File: src/design/lfd_params.svh
// Constants for the literal and file operation decoder.
`ifndef LFD_PARAMS_SVH
`define LFD_PARAMS_SVH

// ************************************************************
// Data path widths and field positions
// ************************************************************
`define LFD_DATA_W 8
`define LFD_ADDR_W 7
`define LFD_INSTR_W 14
`define LFD_DEST_BIT 7
`define LFD_ADDR_MSB 6
`define LFD_LIT_MSB 7

// ************************************************************
// Opcode fields, matched against the top bits of the word; idle also matches bits 4:0, prescale the whole word
// ************************************************************
// Six-bit opcodes in bits 13:8.
`define LFD_OP6_ADD_REG 6'h07
`define LFD_OP6_AND_REG 6'h05
`define LFD_OP6_INC_SKIP 6'h0f
`define LFD_OP6_OR_REG 6'h04
`define LFD_OP6_COPY_REG 6'h08
`define LFD_OP6_AND_LIT 6'h39
`define LFD_OP6_OR_LIT 6'h38
// Five-bit opcode in bits 13:9, bit 8 ignored.
`define LFD_OP5_ADD_LIT 5'h1f
// Four-bit opcode in bits 13:10, bits 9:8 ignored.
`define LFD_OP4_LOAD_LIT 4'hc
// Seven-bit opcode in bits 13:7 for the store.
`define LFD_OP7_STORE 7'h01
// Idle: bits 13:7 and 4:0 zero, bits 6:5 ignored.
`define LFD_IDLE_HI 7'h00
`define LFD_IDLE_LO 5'h00
// Whole word of the legacy prescale load.
`define LFD_PRESCALE_WORD 14'h0062

// ************************************************************
// Reset values and constants
// ************************************************************
`define LFD_ACC_RST 8'h00
`define LFD_PRESCALE_RST 8'hff
`define LFD_ONE 8'h01
`define LFD_ZERO 8'h00

`endif

File: src/design/lfd_pkg.sv
// Types shared by the literal and file operation decoder.
`default_nettype none
`include "lfd_params.svh"

package lfd_pkg;

  // ************************************************************
  // Sequencer states, one-hot
  // ************************************************************
  typedef enum logic [1:0] {
    LFD_ST_EXEC = 2'h1,
    LFD_ST_SKIP = 2'h2
  } lfd_state_e;

  // Operation chosen for the arithmetic unit.
  typedef enum logic [1:0] {
    LFD_ALU_ADD = 2'h0,
    LFD_ALU_AND = 2'h1,
    LFD_ALU_OR = 2'h2,
    LFD_ALU_PASS = 2'h3
  } lfd_alu_e;

  // Status flags kept by the core.
  typedef struct packed {
    logic byteOvf;
    logic nibbleOvf;
    logic resultNull;
  } lfd_flags_s;

  // One write toward the data register file.
  typedef struct packed {
    logic en;
    logic [`LFD_ADDR_W-1:0] addr;
    logic [`LFD_DATA_W-1:0] data;
  } lfd_wr_s;

endpackage

`default_nettype wire

File: src/design/lfd_alu.sv
// Combinational arithmetic and logic unit for the decoder.
`default_nettype none
`include "lfd_params.svh"

module lfd_alu #(
  parameter int W = `LFD_DATA_W
) (
  input wire logic [W-1:0] opA,
  input wire logic [W-1:0] opB,
  input wire lfd_pkg::lfd_alu_e aluOp,
  output logic [W-1:0] result,
  output logic carryOut,
  output logic halfCarry
);

  // ************************************************************
  // Adder with both carries
  // ************************************************************
  // The sum is one bit wider so the carry out of the top bit shows.
  logic [W:0] sumFull;
  // Low nibble sum gives the carry out of bit 3.
  logic [4:0] sumLow;

  assign sumFull = {1'b0, opA} + {1'b0, opB};
  assign sumLow = {1'b0, opA[3:0]} + {1'b0, opB[3:0]};

  // ************************************************************
  // Result selection
  // ************************************************************
  // Pass hands the second operand straight through.
  assign result = (aluOp == lfd_pkg::LFD_ALU_ADD) ? sumFull[W-1:0] :
                  (aluOp == lfd_pkg::LFD_ALU_AND) ? (opA & opB) :
                  (aluOp == lfd_pkg::LFD_ALU_OR) ? (opA | opB) : opB;
  // Carries are meaningful only for the add; callers ignore them else.
  assign carryOut = sumFull[W];
  assign halfCarry = sumLow[4];

endmodule

`default_nettype wire

File: src/design/lfd_decoder.sv
// Decoder and executor for literal and file register operations.
// How it works
// (RL1) Add literal to accumulator, all three flags.
// (RL2) AND literal into accumulator, null flag only.
// (RL3) Add register to accumulator, all three flags.
// (RL4) Destination bit picks accumulator or register.
// (RL5) AND register with accumulator, null flag only.
// (RL6) Increment register, flags left untouched.
// (RL7) Zero increment result drops next fetched word.
// (RL8) OR register with accumulator, null flag only.
// (RL9) OR literal into accumulator, null flag only.
// (RL10) Load literal, flags untouched, ignored bits free.
// (RL11) Copy register to destination, null flag updated.
// (RL12) Store accumulator into register, flags untouched.
// (RL13) Legacy load copies accumulator into prescale.
// (RL14) Idle word changes nothing in one cycle.
// (RL15) Null, byte and nibble carries follow result.
`default_nettype none
`include "lfd_params.svh"

module lfd_decoder #(
  parameter int DW = `LFD_DATA_W,
  parameter int AW = `LFD_ADDR_W
) (
  input wire logic core_clk,
  input wire logic sys_rst,
  input wire logic instrValid,
  input wire logic [`LFD_INSTR_W-1:0] instrWord,
  input wire logic [DW-1:0] regRdData,
  output logic [AW-1:0] regRdAddr,
  output lfd_pkg::lfd_wr_s regWrQ,
  output logic [DW-1:0] accQ,
  output lfd_pkg::lfd_flags_s flagsQ,
  output logic [DW-1:0] prescaleQ,
  output logic skipActiveQ,
  output logic badOpQ
);

  // ************************************************************
  // Instruction fields
  // ************************************************************
  // Literal operand of the literal forms.
  logic [DW-1:0] litVal;
  // File register address of the register forms.
  logic [AW-1:0] regAddr;
  // Destination select, zero means accumulator.
  logic destToReg;

  assign litVal = instrWord[`LFD_LIT_MSB:0];
  assign regAddr = instrWord[`LFD_ADDR_MSB:0];
  assign destToReg = instrWord[`LFD_DEST_BIT];
  // The read address is registered from the address field of the word, one cycle late.
  always_ff @(posedge core_clk or posedge sys_rst) begin
    if (sys_rst) begin
      regRdAddr <= '0;
    end else begin
      regRdAddr <= regAddr;
    end
  end

  // ************************************************************
  // Opcode decode
  // ************************************************************
  logic isAddLit, isAndLit, isOrLit, isLoadLit;
  logic isAddReg, isAndReg, isOrReg, isIncSkip, isCopyReg;
  logic isStore, isPrescale, isIdle, isKnown;

  assign isAddLit = instrWord[13:9] == `LFD_OP5_ADD_LIT; // [RL1]
  assign isAndLit = instrWord[13:8] == `LFD_OP6_AND_LIT; // [RL2]
  assign isOrLit = instrWord[13:8] == `LFD_OP6_OR_LIT; // [RL9]
  // Bits 9:8 are left out of the match on purpose.
  assign isLoadLit = instrWord[13:10] == `LFD_OP4_LOAD_LIT; // [RL10]
  assign isAddReg = instrWord[13:8] == `LFD_OP6_ADD_REG; // [RL3]
  assign isAndReg = instrWord[13:8] == `LFD_OP6_AND_REG; // [RL5]
  assign isOrReg = instrWord[13:8] == `LFD_OP6_OR_REG; // [RL8]
  assign isIncSkip = instrWord[13:8] == `LFD_OP6_INC_SKIP; // [RL6]
  assign isCopyReg = instrWord[13:8] == `LFD_OP6_COPY_REG; // [RL11]
  assign isStore = instrWord[13:7] == `LFD_OP7_STORE; // [RL12]
  assign isPrescale = instrWord == `LFD_PRESCALE_WORD; // [RL13]
  // Bits 6:5 of the idle word may hold anything.
  assign isIdle = (instrWord[13:7] == `LFD_IDLE_HI) &&
                  (instrWord[4:0] == `LFD_IDLE_LO); // [RL14]
  assign isKnown = isAddLit | isAndLit | isOrLit | isLoadLit |
                   isAddReg | isAndReg | isOrReg | isIncSkip |
                   isCopyReg | isStore | isPrescale | isIdle;

  // ************************************************************
  // Operand routing
  // ************************************************************
  logic litForm, regForm;
  // Register operand, with the pending write forwarded.
  logic [DW-1:0] regOperand;
  logic [DW-1:0] aluA, aluB, aluRes;
  logic aluCarry, aluHalf;
  lfd_pkg::lfd_alu_e aluOp;

  assign litForm = isAddLit | isAndLit | isOrLit | isLoadLit;
  assign regForm = isAddReg | isAndReg | isOrReg | isIncSkip |
                   isCopyReg;
  // The registered write lands a cycle late, so a back-to-back read of
  // the same address would see stale data without this bypass.
  assign regOperand = (regWrQ.en && regWrQ.addr == regAddr) ?
                      regWrQ.data : regRdData;
  assign aluA = isIncSkip ? regOperand : accQ;
  assign aluB = isIncSkip ? `LFD_ONE :
                litForm ? litVal : regOperand;
  assign aluOp = (isAddLit | isAddReg | isIncSkip) ?
                 lfd_pkg::LFD_ALU_ADD :
                 (isAndLit | isAndReg) ? lfd_pkg::LFD_ALU_AND :
                 (isOrLit | isOrReg) ? lfd_pkg::LFD_ALU_OR :
                 lfd_pkg::LFD_ALU_PASS;

  lfd_alu #(
    .W(DW)
  ) uAlu (
    .opA(aluA),
    .opB(aluB),
    .aluOp(aluOp),
    .result(aluRes),
    .carryOut(aluCarry),
    .halfCarry(aluHalf)
  );

  // ************************************************************
  // Sequencer and execute qualifiers
  // ************************************************************
  lfd_pkg::lfd_state_e stateQ, stateD;
  logic execNow, dropNow, skipNext;

  // Only a word fetched while executing is acted on.
  assign execNow = instrValid && (stateQ == lfd_pkg::LFD_ST_EXEC);
  // The word that follows a zero increment is thrown away.
  assign dropNow = instrValid && (stateQ == lfd_pkg::LFD_ST_SKIP);
  assign skipNext = execNow && isIncSkip &&
                    (aluRes == `LFD_ZERO); // [RL7]

  // Next state: skip lasts exactly one fetched word.
  always_comb begin
    stateD = stateQ;
    case (stateQ)
      lfd_pkg::LFD_ST_EXEC: begin
        if (skipNext) begin
          stateD = lfd_pkg::LFD_ST_SKIP; // [RL7]
        end
      end
      lfd_pkg::LFD_ST_SKIP: begin
        if (dropNow) begin
          stateD = lfd_pkg::LFD_ST_EXEC; // [RL7]
        end
      end
      default: begin
        stateD = lfd_pkg::LFD_ST_EXEC;
      end
    endcase
  end

  // ************************************************************
  // Result steering
  // ************************************************************
  logic accWr, regWr, updNull, updCarry;
  logic [DW-1:0] accD, prescaleD;
  lfd_pkg::lfd_flags_s flagsD;
  lfd_pkg::lfd_wr_s regWrD;

  // Literal forms always land in the accumulator.
  assign accWr = execNow && (litForm ||
                 (regForm && !destToReg)); // [RL4]
  assign regWr = execNow && ((regForm && destToReg) ||
                 isStore); // [RL4] [RL12]
  assign updCarry = execNow && (isAddLit || isAddReg); // [RL1] [RL3]
  assign updNull = updCarry || (execNow && (isAndLit || isAndReg ||
                   isOrLit || isOrReg || isCopyReg)); // [RL11]
  assign accD = accWr ? aluRes : accQ;
  assign regWrD.en = regWr;
  assign regWrD.addr = regAddr;
  assign regWrD.data = isStore ? accQ : aluRes; // [RL12]
  assign prescaleD = (execNow && isPrescale) ? accQ :
                     prescaleQ; // [RL13]
  // Load, store, increment, idle and prescale keep every flag.
  assign flagsD.resultNull = updNull ? (aluRes == `LFD_ZERO) :
                             flagsQ.resultNull; // [RL15]
  assign flagsD.byteOvf = updCarry ? aluCarry :
                          flagsQ.byteOvf; // [RL15]
  assign flagsD.nibbleOvf = updCarry ? aluHalf :
                            flagsQ.nibbleOvf; // [RL15]

  // ************************************************************
  // State registers
  // ************************************************************
  // Core state, all taken from constants under reset.
  always_ff @(posedge core_clk or posedge sys_rst) begin
    if (sys_rst) begin
      stateQ <= lfd_pkg::LFD_ST_EXEC;
      accQ <= `LFD_ACC_RST;
      flagsQ <= '0;
      prescaleQ <= `LFD_PRESCALE_RST;
    end else begin
      stateQ <= stateD;
      accQ <= accD;
      flagsQ <= flagsD;
      prescaleQ <= prescaleD;
    end
  end

  // Registered outputs toward the file and the fetch side.
  always_ff @(posedge core_clk or posedge sys_rst) begin
    if (sys_rst) begin
      regWrQ <= '0;
      skipActiveQ <= 1'b0;
      badOpQ <= 1'b0;
    end else begin
      regWrQ <= regWrD;
      skipActiveQ <= (stateD == lfd_pkg::LFD_ST_SKIP);
      // Unknown words execute as idle but are reported.
      badOpQ <= execNow && !isKnown;
    end
  end
endmodule

`default_nettype wire

File: config.mk
export PLATFORM = sky130hd
export DESIGN_NAME = lfd_decoder
export DESIGN_NICKNAME = d
export VERILOG_FILES = /design/src/design/lfd_pkg.sv /design/src/design/lfd_alu.sv /design/src/design/lfd_decoder.sv
export VERILOG_INCLUDE_DIRS = /design/src /design/src/design
export SDC_FILE = /design/constraint.sdc
export NUM_CORES = 1
export LEC_CHECK = 0
export BUFFER_PORTS_ARGS = -buffer_cell sky130_fd_sc_hd__buf_2
export CAP_MARGIN = 20
export CORE_MARGIN = 3
export CORE_UTILIZATION = 40
export DETAILED_ROUTE_END_ITERATION = 6
export GPL_ROUTABILITY_DRIVEN = 0
export HOLD_SLACK_MARGIN = 0.08
export PLACE_DENSITY = 0.74
export SYNTH_ARGS = -nofsm -noshare
export SYNTH_HDL_FRONTEND = slang
export SYNTH_SLANG_ARGS = --single-unit
File: constraint.sdc
create_clock -name core_clk -period 5.85 [get_ports core_clk]
set_input_delay 0.2925 -clock core_clk [delete_from_list [all_inputs] [get_ports core_clk]]
set_output_delay 0.2925 -clock core_clk [all_outputs]
set_load 0.01 [all_outputs]
Yosys cells after proc, flatten, opt, wreduce, memory -nomap -nowiden
Index checks and enable logic that the tools add are counted.

operators by class
  add/subtract/negate cells = 2
  equal/unequal tests = 17
  mux-type cells = 14
  bitwise gates (word level) = 21
  reductions and logical operators = 28

operator list
  operator                                               number
  two-way mux 8 bit                                      8
  OR 1 bit                                               19
  equality test 6 x 3 -> 1 bit (second input constant)   3
  equality test 14 x 7 -> 1 bit (second input constant)  1
  logical AND 1 bit                                      14
  equality test 6 x 4 -> 1 bit (second input constant)   2
  equality test 6 bit (second input constant)            2
  adder 8 x 8 -> 9 bit                                   1
  AND 8 bit                                              1
  zero test 8 bit                                        1
  logical OR 1 bit                                       8
  two-way mux 2 bit                                      4
  OR 8 bit                                               1
  equality test 7 x 1 -> 1 bit (second input constant)   1
  equality test 7 bit                                    1
  zero test 7 bit                                        1
  equality test 2 bit (second input constant)            3
  adder 4 x 4 -> 5 bit                                   1
  equality test 5 bit (second input constant)            1
  zero test 5 bit                                        1
  equality test 2 x 1 -> 1 bit (second input constant)   2
  equality test 4 bit (second input constant)            1
  one-hot mux 2 bit (2 select lines)                     1
  zero test 1 bit                                        2
  other kinds (2)                                        2

word-level totals
  flip-flop bits (word level) = 39
  input bits = 25

Longest topological paths before layout
  depth in word-level cells = 15
  mapped depth = 18
  gate-level depth less buffers = 17

By module
Synthesis repeated with hierarchy kept, for this count alone.

unflattened totals
  cell total of the unflattened synthesis = 297
  area total of the unflattened synthesis = 2927.8 sq um

modules (own cells, without submodules)
  module       times used  cells an instance  area an instance (sq um)  seq. area each (sq um)
  lfd_decoder  1           210                2239.6                    987.2
  lfd_alu      1           87                 688.2                     0.0

Worst setup path before layout
OpenSTA, ideal clock, no wires.

  path type = register -> register
  start = reg regWrQ[12] (netlist bit)
  end = reg skipActiveQ
  setup time = 0.073 ns
  arrival time = 4.313 ns
  path slack = 1.465 ns
  cell stages (with the launch flop) = 19
  buffers on the path = 1
  period minus slack after synthesis = 4.385 ns
  path through = dfrtp_1 xnor2_1 nand4_1 or2_0 buf_2 mux2_2 mux2_2 nand2b_1 ha_1 inv_1 fa_1 nand2b_1 nand2b_1 a21o_1 xor2_1 a221o_1 or4b_1 or4b_4 a21boi_2

between the ends
  cells in the longest elaborated chain, start to end = 14
  elaborated cells between the ends (all ways) = 17

RTL lines
  element                                                       line                text
  start: declaration                                            lfd_decoder.sv:31   output lfd_pkg::lfd_wr_s regWrQ,
  start signal: assignment                                      lfd_decoder.sv:212  regWrQ <= regWrD;
  equality test 7 bit *                                         lfd_decoder.sv:102  assign regOperand = (regWrQ.en && regWrQ.addr == regAddr) ?
  logical AND 1 bit *                                           lfd_decoder.sv:102
  two-way mux 8 bit *                                           lfd_decoder.sv:102
  branches (longest 5 deep; another with adder 8 x 8 -> 9 bit)  --
  two-way mux 8 bit *                                           lfd_alu.sv:31       assign result = (aluOp == lfd_pkg::LFD_ALU_ADD) ? sumFull[W-1:0] :
  zero test 8 bit (no source line) *                            --
  logical AND 1 bit *                                           lfd_decoder.sv:134  assign skipNext = execNow && isIncSkip &&
  two-way mux 2 bit *                                           lfd_decoder.sv:142  if (skipNext) begin
  one-hot mux 2 bit (2 select lines) *                          lfd_decoder.sv:140  case (stateQ)
  equality test 2 bit *                                         lfd_decoder.sv:213  skipActiveQ <= (stateD == lfd_pkg::LFD_ST_SKIP);
  end signal: assignment                                        lfd_decoder.sv:213
  end: declaration                                              lfd_decoder.sv:35   output logic skipActiveQ,

Every way passes the cells marked *.
A chain may end at the register's enable or synchronous reset.

Worst setup path in the final report
  start = reg regWrQ[11] (netlist bit)
  end = reg stateQ[1]

between the ends
  cells in the longest elaborated chain, start to end = 13
  elaborated cells between the ends (all ways) = 16

RTL lines
  element                                                       line                text
  equality test 7 bit *                                         lfd_decoder.sv:102
  logical AND 1 bit *                                           lfd_decoder.sv:102
  two-way mux 8 bit *                                           lfd_decoder.sv:102
  branches (longest 5 deep; another with adder 8 x 8 -> 9 bit)  --
  two-way mux 8 bit *                                           lfd_alu.sv:31
  zero test 8 bit (no source line) *                            --
  logical AND 1 bit *                                           lfd_decoder.sv:134
  two-way mux 2 bit *                                           lfd_decoder.sv:142
  one-hot mux 2 bit (2 select lines) *                          lfd_decoder.sv:140
  via stateD[1]                                                 lfd_decoder.sv:127  lfd_pkg::lfd_state_e stateQ, stateD;
  end signal: assignment                                        lfd_decoder.sv:193  stateQ <= lfd_pkg::LFD_ST_EXEC;
  end signal: assignment                                        lfd_decoder.sv:198  stateQ <= stateD;
  end: declaration                                              lfd_decoder.sv:127

Mark *: on every way through the listed nets, which the timed path passes.

==> flow_metrics.py <==
metrics = {
    "status": {
        "status": "completed",
    },
    "power_and_ir_drop": {
        "power.total_mw": 1.022,
        "p_leak_nw": 1.623,
        "power_density_mw_per_mm2": 305.1,
        "vdd_drop_max_v": 0.0002086,
    },
    "worst_setup_path": {
        "critPathCaptureType": "flip-flop",
        "crit_arrival_ns": 5.22,
        "critPathKind": "reg -> reg",
        "cp_max_fo": 9,
        "startpoint_type": "flip-flop",
        "reg2reg_slack_ns": 0.86,
        "worstPathRequired_ns": 6.08,
    },
    "yosys": {
        "synthArstFlopShare_pct": 100.0,
        "synthesis.area_mm2": 0.002879,
        "synth_nets": 362,
        "ys.flop_type": "dfrtp_1",
        "synth_cells": 318,
        "yosysUniqueCellTypes": 54,
        "synth.avg_cell_area_um2": 9.053,
        "synth_edf_count": 0,
        "synth_warnings": 0,
        "ys_ff_latch": 39,
        "seq_area_frac_synth_pct": 34.29,
    },
    "grt": {
        "grt_pass1_wl_mm": 12.34,
        "grt_max_degree": 40,
        "first_global_vias": 2463,
        "gr-total-overflow": 0,
        "antenna_found_initial": 0,
        "grt_usage_pct": 18.30,
    },
    "timing": {
        "fin_tns_setup_ns": 0,
        "worst_pin_slew_ns": 0.6512,
        "relSlewSlack_pct": 56.59,
        "fmax_mhz": 200.5,
        "setup_viol": 0,
        "period_minus_slack_ns": 4.988,
        "rsz0062_at_grt": "no",
        "hold_viol_final": 0,
        "finalMaxSlewViolations": 0,
        "finClkSkew_ns": 0.006390,
        "fin_crit_sh_pct": 85.26,
    },
    "clock_tree": {
        "insertion_delay_ns": 0.29,
        "cts_sinks": 39,
        "cts_tree": "yes",
        "cts_made_buffers": 5,
        "htreeDepth": 2,
        "cts.repair.resized": 0,
        "clock_path_buffers": 2,
        "path_clk_slew_ns": 0.08,
        "cts-root-buf": "clkbuf_8",
        "ctsHoldBuffers": 0,
        "post_cts_buffers": 0,
    },
    "route": {
        "drt-total-wl_mm": 7.587,
        "ant_nets": 0,
        "wl_per_cell_um": 15.87,
        "drt_iter0_markers": 201,
        "vias_per_cell": 5.460,
        "dr.pass1.iters": 4,
        "num_vias": 2610,
        "drc_errors": 0,
    },
    "finish": {
        "drive_above_1_share_pct": 31.41,
        "instances_no_fill": 478,
        "fin_util_pct": 48.78,
        "area_growth_pct": 16.38,
        "layout.nets": 425,
        "diodes": 0,
    },
    "worst_hold_path": {
        "hp-class": "in -> async",
    },
    "floorplan": {
        "die_h_um": 90.84,
        "die_w_um": 90.84,
        "num_rows": 30,
        "io_pins": 69,
        "start_util_pct": 41.91,
        "core_mm2": 0.006869,
        "die_area_mm2": 0.008252,
    },
    "placed_design": {
        "portBuffers": 68,
        "dp.cells": 470,
        "dp.final_hpwl_mm": 5.831,
    },
    "job": {
        "max_cap_violations": 0,
    },
}
## cells in the mapped netlist (3+ instances only)
cell	count	share of area, %
nand2_1	20	2.6
a211oi_1	7	1.8
nor3_1	7	1.2
a21oi_2	3	0.91
nor2b_1	3	0.65
nor2_1	32	4.2
a221oi_1	3	0.91
mux2_2	21	8.2
dfrtp_1	30	26
nor4_1	3	0.65
xor2_1	4	1.2
o21ai_1	3	0.52
a21oi_1	17	3.0
or3_1	4	0.87
ha_1	18	7.8
xnor2_1	9	2.7
a21o_1	10	2.6
buf_4	8	2.1
nand3_1	9	1.6
inv_1	25	3.3
o21ai_0	16	2.8
dfstp_2	9	8.2
clkbuf_1	5	0.65
a31oi_1	4	0.87
mux2i_1	6	2.1
nand2b_1	4	0.87
nand4_1	4	0.87
## worst paths after layout
path / start / end / depth (start not counted)
max reg2reg: regWrQ[11] / stateQ[1] / 17
min in group core_clk: instrWord[2] / regWrQ[10] / 1
max in group asynchronous: sys_rst / prescaleQ[2] / 3
max: regWrQ[11] / stateQ[1] / 17
min: sys_rst / regWrQ[13] / 3
min reg2reg: flagsQ[1] / flagsQ[1] / 1
## cell families (layout without fill, tap and decap cells)
logic type | Yosys count | in the layout | synth area share (%)
compound gates | 80 | 80 | 18.82
fa+ha+maj | 19 | 19 | 8.518
simple gates | 98 | 98 | 17.25
flops | 39 | 39 | 34.29
xor+xnor | 13 | 13 | 3.955
buf+inv | 42 | 106 | 6.867
mux | 27 | 27 | 10.30
## state kept, by name, indices dropped and copies added, names as in the netlist
signal	cells
accQ	8
badOpQ	1
flagsQ	3
prescaleQ	8
regWrQ	16
skipActiveQ	1
stateQ	2
## critical path, cell delays in order, from the launching register on
cell and delay [ns]:
dfrtp_1 0.41, xnor2_1 0.14, nand4_1 0.22, or2_0 0.56
mux2_2 0.42, mux2_2 0.29, nand2b_1 0.17, ha_1 0.22
inv_1 0.09, fa_1 0.20, nand2b_1 0.13, a21oi_1 0.06
a211oi_1 0.33, xnor2_1 0.13, a221oi_2 0.28, or4b_1 0.57
or4b_4 0.57, a21oi_2 0.13
## layout make-up
type                    count  area, um^2
inverters                  26       97.59
flip-flops and latches     39       987.2
repair buffers             72       370.4
multi-input cells         237        1694
clock inverters             1       5.005
well taps                  96       120.1
clock buffers               7       76.32
fillers                   655        3518
## placed cells by master, fill, tap and decap left out, types with 10 or more instances in the layout
cell type  netlist  routed
mux2_2          21      21
buf_2            2      68
a21o_1          10      10
dfrtp_1         30      30
o21ai_0         16      16
a21oi_1         17      17
ha_1            18      18
nor2_1          32      32
inv_1           25      25
nand2_1         20      20
## layer usage
layer | GRT usage (%) | share of wire [%] | up-vias
met5 | 0 | 0 | -
li1 | - | - | 1252
met2 | 29.65 | 47 | 100
met4 | 4.774 | 1.2 | 0
met1 | 24.92 | 45 | 1247
met3 | 3.750 | 7.6 | 11
## power by group
group,internal [mW],switching (mW),total (mW)
Sequential,0.323,0.0510,0.374
Clock,0.0837,0.0942,0.178
Combinational,0.206,0.264,0.471
## metrics by stage
stage | hold slack, ns | worst slack [ns] | instance area (um^2)
2_1_floorplan | 0.3239 | 1.465 | 2879
3_3_place_gp | 0.4301 | 1.069 | 3269
3_5_place_dp | 0.4421 | 0.9401 | 3269
4_1_cts | 0.1299 | 0.9468 | 3351
5_1_grt | 0.1551 | 0.4961 | 3351
6_report | 0.1089 | 0.8622 | 3351
No activity file was read; power rests on OpenSTA's default activity.
